`src/core/aem_pkg.sv`:
```
`default_nettype none
package aem_pkg;
    // register port geometry
    localparam int          AEM_ADDR_W      = 8;
    localparam int          AEM_MASK_W      = 24;
    localparam logic [7:0]  AEM_REG_ALERT_EN = 8'h49;

    // mask field positions
    localparam int          AEM_OC_HI       = 23;
    localparam int          AEM_UC_HI       = 19;
    localparam int          AEM_OV_HI       = 15;
    localparam int          AEM_UV_HI       = 11;
    localparam int          AEM_OP_HI       = 7;
    localparam int          AEM_OP_LO       = 4;
    localparam int          AEM_ACCUMULATOR_FULL_ALERT_EN_BIT = 3;
    localparam int          AEM_ACC_CNT_BIT = 2;
    localparam int          AEM_CC_BIT      = 1;
    localparam int          AEM_RSVD_BIT    = 0;

    // limit sources: 5 kinds by 4 channels, mask bits 23..4
    localparam int          AEM_N_CH        = 4;
    localparam int          AEM_N_LIMIT     = 20;
    localparam int          AEM_NSEL_W      = 2;

    // reset and writable patterns
    localparam logic [23:0] AEM_MASK_RESET  = 24'h000000;
    localparam logic [23:0] AEM_MASK_WRITE  = 24'hFFFFFE;
    localparam logic [23:0] AEM_READ_ZERO   = 24'h000000;

    // consecutive-sample selections
    localparam logic [1:0]  AEM_NS_1        = 2'h0;
    localparam logic [1:0]  AEM_NS_4        = 2'h1;
    localparam logic [1:0]  AEM_NS_8        = 2'h2;
    localparam int          AEM_CNT_W       = 5;
    localparam logic [4:0]  AEM_CNT_1       = 5'h01;
    localparam logic [4:0]  AEM_CNT_4       = 5'h04;
    localparam logic [4:0]  AEM_CNT_8       = 5'h08;
    localparam logic [4:0]  AEM_CNT_16      = 5'h10;
    localparam logic [4:0]  AEM_CNT_ZERO    = 5'h00;
    localparam logic [4:0]  AEM_CNT_ONE     = 5'h01;

    // refresh sequencing
    typedef enum logic [0:0] {
        AEM_ST_IDLE = 1'b0,
        AEM_ST_LOAD = 1'b1
    } aem_state_type;

    // selection code to required consecutive samples
    function automatic logic [4:0] aem_need_count(input logic [1:0] sel);
        logic [4:0] need;
        need = AEM_CNT_16;
        case (sel)
            AEM_NS_1: need = AEM_CNT_1;
            AEM_NS_4: need = AEM_CNT_4;
            AEM_NS_8: need = AEM_CNT_8;
            default:  need = AEM_CNT_16;
        endcase
        return need;
    endfunction
endpackage
`default_nettype wire

```
`src/core/aem_src_if.sv`:
```
`timescale 1ns/10ps
`default_nettype none
interface aem_src_if #(
    parameter int N_SRC  = 20,
    parameter int NSEL_W = 2
);
    logic                      sample_stb;
    logic [N_SRC-1:0]          beyond;
    logic [N_SRC*NSEL_W-1:0]   nsel;
    logic [N_SRC-1:0]          fired;

    // mask side drives raw conditions, receives qualified ones
    modport owner (
        output sample_stb,
        output beyond,
        output nsel,
        input  fired
    );
    modport counter (
        input  sample_stb,
        input  beyond,
        input  nsel,
        output fired
    );
endinterface
`default_nettype wire

```
`src/core/aem_persist.sv`:
```
`timescale 1ns/10ps
`default_nettype none
module aem_persist
    import aem_pkg::*;
#(
    parameter int N_SRC = AEM_N_LIMIT,
    parameter int CNT_W = AEM_CNT_W
) (
    // clocking
    input  wire logic  core_clk,
    input  wire logic  sys_rst,
    input  wire logic  clk_en,
    // source conditions
    aem_src_if.counter src
);
    generate
        if (CNT_W < AEM_CNT_W) begin : g_bad_width
            $error("aem_persist: CNT_W too small for sixteen samples");
        end
    endgenerate

    logic [CNT_W-1:0] run_ff  [N_SRC];
    logic [CNT_W-1:0] nxt_run [N_SRC];
    logic [N_SRC-1:0] fired_ff;
    logic [N_SRC-1:0] nxt_fired;

    genvar gi;
    generate
        for (gi = 0; gi < N_SRC; gi++) begin : g_src
            logic [CNT_W-1:0] need;
            assign need = CNT_W'(aem_need_count(src.nsel[gi*AEM_NSEL_W +: AEM_NSEL_W]));

            // consecutive-sample run length, saturating at the need
            always_comb begin
                nxt_run[gi] = run_ff[gi];
                if (src.sample_stb) begin
                    if (!src.beyond[gi]) begin
                        nxt_run[gi] = CNT_W'(AEM_CNT_ZERO);
                    end else if (run_ff[gi] < need) begin
                        nxt_run[gi] = run_ff[gi] + CNT_W'(AEM_CNT_ONE);
                    end
                end
                nxt_fired[gi] = (nxt_run[gi] >= need);
            end

            always_ff @(posedge core_clk) begin
                if (sys_rst) begin
                    run_ff[gi] <= CNT_W'(AEM_CNT_ZERO);
                end else if (clk_en) begin
                    run_ff[gi] <= nxt_run[gi];
                end
            end

        end
    endgenerate

    // qualified condition register
    always_ff @(posedge core_clk) begin
        if (sys_rst) begin
            fired_ff <= '0;
        end else if (clk_en) begin
            fired_ff <= nxt_fired;
        end
    end

    assign src.fired = fired_ff;
endmodule
`default_nettype wire

```
`src/core/aem_top.sv`:
```
// Overview of operation
// - writing one to an enable bit enables that alert; zero leaves it disabled.
// - a source reaches the alert pin only when its active enable is set.
// - written enables stay inactive until any refresh command arrives.
// - bits 23..20 enable overcurrent alerts of channels 1..4.
// - bits 19..16 enable undercurrent alerts of channels 1..4.
// - bits 15..12 enable overvoltage alerts of channels 1..4.
// - bits 11..8 enable undervoltage alerts of channels 1..4.
// - bits 7..4 enable overpower alerts of channels 1..4.
// - bit 3 enables one shared alert for any accumulator past fullness.
// - bit 2 governs the sample-counter fullness alert; zero disables it.
// - bit 1 enables an alert on each conversion cycle completion.
// - bit 0 reads zero and ignores writes.
// - limit alerts need 1, 4, 8 or 16 consecutive beyond-limit samples.
`timescale 1ns/10ps
`default_nettype none
module aem_top
    import aem_pkg::*;
(
    // clocking
    input  wire logic                        core_clk,
    input  wire logic                        sys_rst,
    input  wire logic                        clk_en,
    // register port
    input  wire logic [AEM_ADDR_W-1:0]       reg_addr,
    input  wire logic [AEM_MASK_W-1:0]       reg_wdata,
    input  wire logic                        reg_wr,
    input  wire logic                        reg_rd,
    output logic      [AEM_MASK_W-1:0]       reg_rdata,
    output logic                             reg_rvalid,
    // refresh command, any variant
    input  wire logic                        refresh_cmd,
    // alert sources
    input  wire logic                        sample_stb,
    input  wire logic [AEM_N_LIMIT-1:0]      limit_beyond,
    input  wire logic [AEM_N_LIMIT*AEM_NSEL_W-1:0] limit_nsel,
    input  wire logic                        acc_full_evt,
    input  wire logic                        count_full_evt,
    input  wire logic                        cycle_done_evt,
    // results
    output logic                             alert_out,
    output logic      [AEM_MASK_W-1:0]       active_mask
);
    aem_state_type             state_ff;
    aem_state_type             nxt_state;
    logic [AEM_MASK_W-1:0]     pend_ff;
    logic [AEM_MASK_W-1:0]     nxt_pend;
    logic [AEM_MASK_W-1:0]     shadow_ff;
    logic [AEM_MASK_W-1:0]     nxt_shadow;
    logic [AEM_MASK_W-1:0]     rdata_ff;
    logic [AEM_MASK_W-1:0]     nxt_rdata;
    logic                      rvalid_ff;
    logic                      nxt_rvalid;
    logic                      alert_ff;
    logic                      nxt_alert;
    logic [AEM_MASK_W-1:0]     src_vec;
    logic                      hit_mask;

    aem_src_if #(.N_SRC(AEM_N_LIMIT), .NSEL_W(AEM_NSEL_W)) src_bus ();

    // address decode shared by read and write
    function automatic logic is_mask_reg(input logic [AEM_ADDR_W-1:0] a);
        return a == AEM_REG_ALERT_EN;
    endfunction

    assign hit_mask = is_mask_reg(reg_addr);

    // raw conditions to the persistence counters
    assign src_bus.sample_stb = sample_stb;
    assign src_bus.beyond     = limit_beyond;
    assign src_bus.nsel       = limit_nsel;

    aem_persist #(
        .N_SRC (AEM_N_LIMIT),
        .CNT_W (AEM_CNT_W)
    ) u_persist (
        .core_clk (core_clk),
        .sys_rst  (sys_rst),
        .clk_en   (clk_en),
        .src      (src_bus.counter)
    );

    // sources laid out on the mask bit positions
    always_comb begin
        src_vec = '0;
        src_vec[AEM_OC_HI -: AEM_N_CH] = src_bus.fired[AEM_OC_HI-AEM_OP_LO -: AEM_N_CH];
        src_vec[AEM_UC_HI -: AEM_N_CH] = src_bus.fired[AEM_UC_HI-AEM_OP_LO -: AEM_N_CH];
        src_vec[AEM_OV_HI -: AEM_N_CH] = src_bus.fired[AEM_OV_HI-AEM_OP_LO -: AEM_N_CH];
        src_vec[AEM_UV_HI -: AEM_N_CH] = src_bus.fired[AEM_UV_HI-AEM_OP_LO -: AEM_N_CH];
        src_vec[AEM_OP_HI -: AEM_N_CH] = src_bus.fired[AEM_OP_HI-AEM_OP_LO -: AEM_N_CH];
        src_vec[AEM_ACCUMULATOR_FULL_ALERT_EN_BIT]       = acc_full_evt;
        src_vec[AEM_ACC_CNT_BIT]       = count_full_evt;
        src_vec[AEM_CC_BIT]            = cycle_done_evt;
        src_vec[AEM_RSVD_BIT]          = 1'b0;
    end

    // register port and refresh sequencing
    always_comb begin
        nxt_pend   = pend_ff;
        nxt_rdata  = rdata_ff;
        nxt_rvalid = 1'b0;
        nxt_state  = state_ff;
        nxt_shadow = shadow_ff;
        if (reg_wr && hit_mask) begin
            nxt_pend = reg_wdata & AEM_MASK_WRITE;
        end
        if (reg_rd) begin
            nxt_rvalid = 1'b1;
            nxt_rdata  = hit_mask ? pend_ff : AEM_READ_ZERO;
        end
        case (state_ff)
            AEM_ST_IDLE: begin
                if (refresh_cmd) begin
                    nxt_state = AEM_ST_LOAD;
                end
            end
            AEM_ST_LOAD: begin
                nxt_shadow = pend_ff;
                nxt_state  = refresh_cmd ? AEM_ST_LOAD : AEM_ST_IDLE;
            end
            default: begin
                nxt_state = AEM_ST_IDLE;
            end
        endcase
    end

    always_ff @(posedge core_clk) begin
        if (sys_rst) begin
            pend_ff   <= AEM_MASK_RESET;
            rdata_ff  <= AEM_READ_ZERO;
            rvalid_ff <= 1'b0;
            state_ff  <= AEM_ST_IDLE;
            shadow_ff <= AEM_MASK_RESET;
        end else if (clk_en) begin
            pend_ff   <= nxt_pend;
            rdata_ff  <= nxt_rdata;
            rvalid_ff <= nxt_rvalid;
            state_ff  <= nxt_state;
            shadow_ff <= nxt_shadow;
        end
    end

    // alert gating through the active copy only
    always_comb begin
        nxt_alert = |(src_vec & shadow_ff);
    end

    always_ff @(posedge core_clk) begin
        if (sys_rst) begin
            alert_ff <= 1'b0;
        end else if (clk_en) begin
            alert_ff <= nxt_alert;
        end
    end

    assign alert_out   = alert_ff;
    assign active_mask = shadow_ff;
    assign reg_rdata   = rdata_ff;
    assign reg_rvalid  = rvalid_ff;
endmodule
`default_nettype wire

```
`config.mk`:
```
export PLATFORM = sky130hd
export DESIGN_NAME = aem_top
export DESIGN_NICKNAME = d
export VERILOG_FILES = /design/src/core/aem_pkg.sv /design/src/core/aem_src_if.sv /design/src/core/aem_persist.sv /design/src/core/aem_top.sv
export SDC_FILE = /design/constraint.sdc
export NUM_CORES = 1
export LEC_CHECK = 0
export BUFFER_PORTS_ARGS = -buffer_cell sky130_fd_sc_hd__buf_2
export CAP_MARGIN = 30
export CORE_ASPECT_RATIO = 1.4
export CORE_MARGIN = 1.5
export CORE_UTILIZATION = 45
export DETAILED_ROUTE_END_ITERATION = 10
export PLACE_DENSITY_LB_ADDON = 0.12
export SLEW_MARGIN = 20
export SYNTH_ARGS = -nofsm -noshare
export SYNTH_HDL_FRONTEND = slang
export SYNTH_SLANG_ARGS = --single-unit
```
`constraint.sdc`:
```
create_clock -name core_clk -period 5.1 [get_ports core_clk]
set_input_delay 0.255 -clock core_clk [delete_from_list [all_inputs] [get_ports core_clk]]
set_output_delay 0.255 -clock core_clk [all_outputs]
set_load 0.01 [all_outputs]
```
Word level (Yosys, flattened, before mapping) --
Memories as Yosys holds them, arrays and structs flattened. Index checks and enable logic that the tools add are counted.
Word-level totals: register bits 93, memory bits (writable) 100, word-level logic and storage cells 263, memories 1
Operators by class: $add $sub $neg 20, order comparisons 40, eq/ne operators 41, muxes and demuxes 108, bitwise logic cells 21, reductions and logical operators 25
Memory list:
- u_persist.run_ff | words 20, width 5, read ports 20, clocked after memory_dff 0, write ports 20, RTL line aem_persist.sv:22 | logic [CNT_W-1:0] run_ff [N_SRC];
Operators with widths (count):
- 5-bit 2-to-1 mux | 80
- 5-bit one-hot mux with 3 select lines | 20
- 5-bit by 1-bit adder with 5-bit output (second input constant) | 20
- 5-bit >= comparator | 20
- 5-bit less-than comparator | 20
- 2-bit by 1-bit equality test with 1-bit output (second input constant) | 20
- 2-bit equality test (second input constant) | 20
- 2-bit logical NOT | 20
- 24-bit bitwise AND | 1
- 24-bit 2-to-1 mux | 1
- 24-bit OR reduction | 1
- 1-bit OR | 20
- 8-bit by 7-bit equality test with 1-bit output (second input constant) | 1
- 1-bit 2-to-1 mux | 7
- 2-bit AND reduction | 3
- 1-bit logical AND | 1

Longest topological paths before layout --
depth in word-level cells 7, gate-level depth with buffers 12, gate-level depth less buffers 12

Cells and area by module --
Synthesis repeated with hierarchy kept, for this count alone.
Unflattened totals: cell total of the unflattened synthesis 1428, area, all modules 13279.0 µm²
Modules (own cells, without submodules):
- aem_persist | instances 1, cells an instance 1143, area each 10642.7 µm², sequential area each 3403.3 µm²
- aem_top | instances 1, cells an instance 285, area each 2636.3 µm², sequential area each 1441.4 µm²

Least setup slack after synthesis --
No wires, ideal clock.
path kind input -> register, from input clk_en, to memory u_persist.run_ff[0][0] (netlist name), enable pin, setup time 0.453 ns, data arrival time 2.443 ns, path slack 2.204 ns, stages on the path 3, path buffers 1, cells stage by stage nor2_1 clkbuf_1 inv_1
RTL lines:
- start: declaration | RTL line aem_top.sv:23 | input wire logic clk_en,
- end: declaration | RTL line aem_persist.sv:22

==> out/metrics.yaml <==
status: "completed"
grt_pass1_wl_um: 55100
crit_chain: "ha_1, a21oi_1, o221ai_1, nor2_1, xnor2_1, nor2_1, ha_1, or4b_2, a211oi_1, o31ai_1"
tns_ns: 0
fin_util: 0.517
postSynth.asyncResetShare: 0
cts_tree: "yes"
place_hpwl_um: 25200
cap_viol_max_count: 0
setup_violations: 0
seqCellArea_sq_mm: 0.00484
netlist_top_cells_area: "edfxtp_1 (23%), ha_1 (15%), dfxtp_1 (14%), nor2_1 (6.9%), nand2_1 (4.6%)"
cp_data_required_time_ns: 5.44
drtIter0Drc: 487
vias: 11000
reg2reg_depth: 10
p_clk_frac: 0.340
drive_gt1_frac: 0.160
fp.dieW_um: 148
p_int_mw: 2.69
h-tree-depth: 4
synth_cells: 1438
syn-cell-area_sq_mm: 0.0132
yosys.area.top_type: "edfxtp_1"
area_growth_pct: 13.5
gp_congestion: 0.825
synth_warnings: 0
port_buffers: 148
cp-start-kind: "flop"
seqPwrFrac: 0.459
path_class: "flop to flop"
critPathBufInv: 0
rows: 74
postCtsSetupRepairBufs: 0
clkLatencyLatePin_ns: 0.45
dr.pass1.iters: 8
dp_cells: 1940
r2r-end: "u_persist.src.fired[9]"
synth_seq_cells: 192
grt_max_degree: 70
cp-end-kind: "flop"
post-route-period-util: 0.586
synth_enable_flop_cells: 100
nFillCells: 2781
final.setup_skew_ns: 0.00640
p_leak_nw: 6.16
ys_seq_area_frac: 0.366
core_area_sq_mm: 0.0291
p_sw_frac: 0.308
cpPeakStageDelay_ns: 0.66
drc: 0
antenna_found_initial: 3
die-area_sq_mm: 0.0305
grt.overflow.total: 0
tightest_slew_ns: 0.786
worstReg2RegStart: "u_persist.run_ff[2][8]"
p_per_area_mw_per_mm2: 259
antenna_left: 0
cts_resized: 0
final_cells: 1977
chipHeight_um: 206
root_buffer: "clkbuf_16"
clock_sinks: 192
cts_made_buffers: 17
min_period_ns: 2.99
max_freq_mhz: 335
final_nets: 1844
totalPowerFinal_mw: 3.89
path_max_fanout: 4
synth_area_per_cell_sq_um: 9.21
routed_wl_um: 34100
worst-path-stages: 10
clk_pin_slew_ns: 0.08
grtUsageTotal: 0.230
hp-class: "primary input to flop"
synth_cell_types: 57
rsz0062_at_grt: "false"
crit_end: "u_persist.src.fired[9]"
reg2reg_setup_slack_ns: 2.11
ir_drop_uv: 244
viasPerCell: 5.55
cp-startpoint: "u_persist.run_ff[2][8]"
maxSlewHeadroom: 0.476
final_hold_viol_count: 0
yosys_most_used_dff: "edfxtp_1"
ctsLongestPathBuffers: 2
grt_pass1_vias: 11100
power_frac_comb: 0.201
ioPinCount: 152
synth.top_cell.area_share: 0.227
critical_path_arrival_ns: 3.33
cpMaxStageDelayCell: "or4b_2"
initial_core_util: 0.455
slew_viol_final: 0
crit_family: "simple AND/OR/NAND/NOR gates"
timing.hold.ws_ns: 0.0319
hold_buffers: 0
wire_per_inst_um: 17.3
multi_input_area_sq_mm: 0.00819
p_switching_mw: 1.20
cell usage after synthesis, drive strengths merged, types with 2 or more instances:
library cell and count:
a22oi 28, nor2b 24, ha 160, mux2i 24, dfxtp 92, a22o 3, a21o 3, o22ai 9
mux2 16, nor3b 19, and3 14, nand4 8, nor3 31, a211o 9, edfxtp 100, and2 14
buf 12, nor2 243, o41a 7, nor4b 10, inv 16, xnor2 41, o2111ai 20, or2b 4
clkbuf 26, nand2b 68, nand2 169, a221oi 10, nand3 67, xor2 39, a21oi 65, o21ai 34
nand3b 9, o211ai 12, a31o 2, nor4 3, a211oi 19
layer usage:
layer | vias up | track usage | wire, um | share of wire
met5 | - | 0 | 10 | 0.00029
met2 | 221 | 0.419 | 17200 | 0.50
li1 | 5484 | - | - | -
met1 | 5220 | 0.266 | 14500 | 0.42
met3 | 55 | 0.0435 | 1610 | 0.047
met4 | 2 | 0.0870 | 871 | 0.026
layout by cell type, fill, tap and decap left out, types with 10 or more instances in the layout:
| cell | instances |
|---|---|
| and2_1 | 14 |
| nand2b_1 | 68 |
| nor3b_1 | 19 |
| dfxtp_1 | 92 |
| buf_2 | 147 |
| nand2_1 | 162 |
| xnor2_1 | 41 |
| a221oi_1 | 10 |
| nor2b_1 | 23 |
| inv_1 | 14 |
| mux2i_1 | 24 |
| buf_4 | 11 |
| nand3_1 | 67 |
| nor2_1 | 241 |
| ha_1 | 160 |
| edfxtp_1 | 100 |
| nor3_1 | 31 |
| xor2_1 | 39 |
| and3_1 | 14 |
| clkbuf_16 | 17 |
| o2111ai_1 | 20 |
| a21oi_1 | 65 |
| a22oi_1 | 28 |
| o21ai_0 | 31 |
how the worst min path moves through the flow:
stage                       start     endpoint  slack (ns)  cells after the start
floorplan           reg_wdata[10]  pend_ff[10]        0.40                      2
detailed placement     reg_rvalid   reg_rvalid        0.46                      2
finish              reg_wdata[11]  pend_ff[11]        0.03                      3
global placement       reg_rvalid   reg_rvalid        0.46                      2
CTS                 reg_wdata[11]  pend_ff[11]        0.01                      3
global route        reg_wdata[19]  pend_ff[19]        0.03                      3
logic make-up (layout without fill, tap and decap cells):
logic type	count (synthesis)	count (layout)	share of synthesized area
buffers and inverters	54	210	0.0168
flip-flops	192	192	0.366
AO/OA/AOI/OAI	226	226	0.130
adder cells (fa/ha/maj)	160	160	0.151
other	1	4	0.000283
XOR/XNOR	80	80	0.0529
AND/OR/NAND/NOR	685	685	0.249
multiplexers	40	40	0.0337
per-stage QoR:
| step | instance area [sq um] | setup WS, ns |
|---|---|---|
| floorplan | 13200 | 2.20 |
| global placement | 14400 | 2.06 |
| detailed placement | 14400 | 2.05 |
| CTS | 15000 | 2.12 |
| global route | 15000 | 1.80 |
| finish | 15000 | 2.11 |
final cells by class:
class / count / share of cell area
sequential: 192 / 0.322
multi-input combinational: 1193 / 0.545
clock inverter: 13 / 0.00741
tap: 380 / 0.0316
timing repair buffer: 162 / 0.0596
inverter: 16 / 0.00416
clock buffer: 19 / 0.0295
antenna: 2 / 0.000333
flip-flops by register name (all words and copies together) (netlist names):
register,cells
reg_rdata,23
reg_rvalid,1
state_ff,1
pend_ff,23
u_persist.src.fired,20
u_persist.run_ff,100
active_mask,23
alert_out,1
power groups by stage:
stage | combinational, mW | clock, mW | sequential, mW
6_report | 0.783 | 1.32 | 1.78
4_1_cts | 0.788 | 1.36 | 1.78
3_5_place_dp | 0.783 | 0 | 1.82
3_3_place_gp | 0.764 | 0 | 1.82
5_1_grt | 0.891 | 1.41 | 1.79
2_1_floorplan | 0.577 | 0 | 1.79
worst min-delay path, delay by kind of cell:
family	cells	cell delay [ns]
mux	1	0.05
buf+inv	1	0.07
simple gates	1	0.07
(Power assumes the default switching activity.)
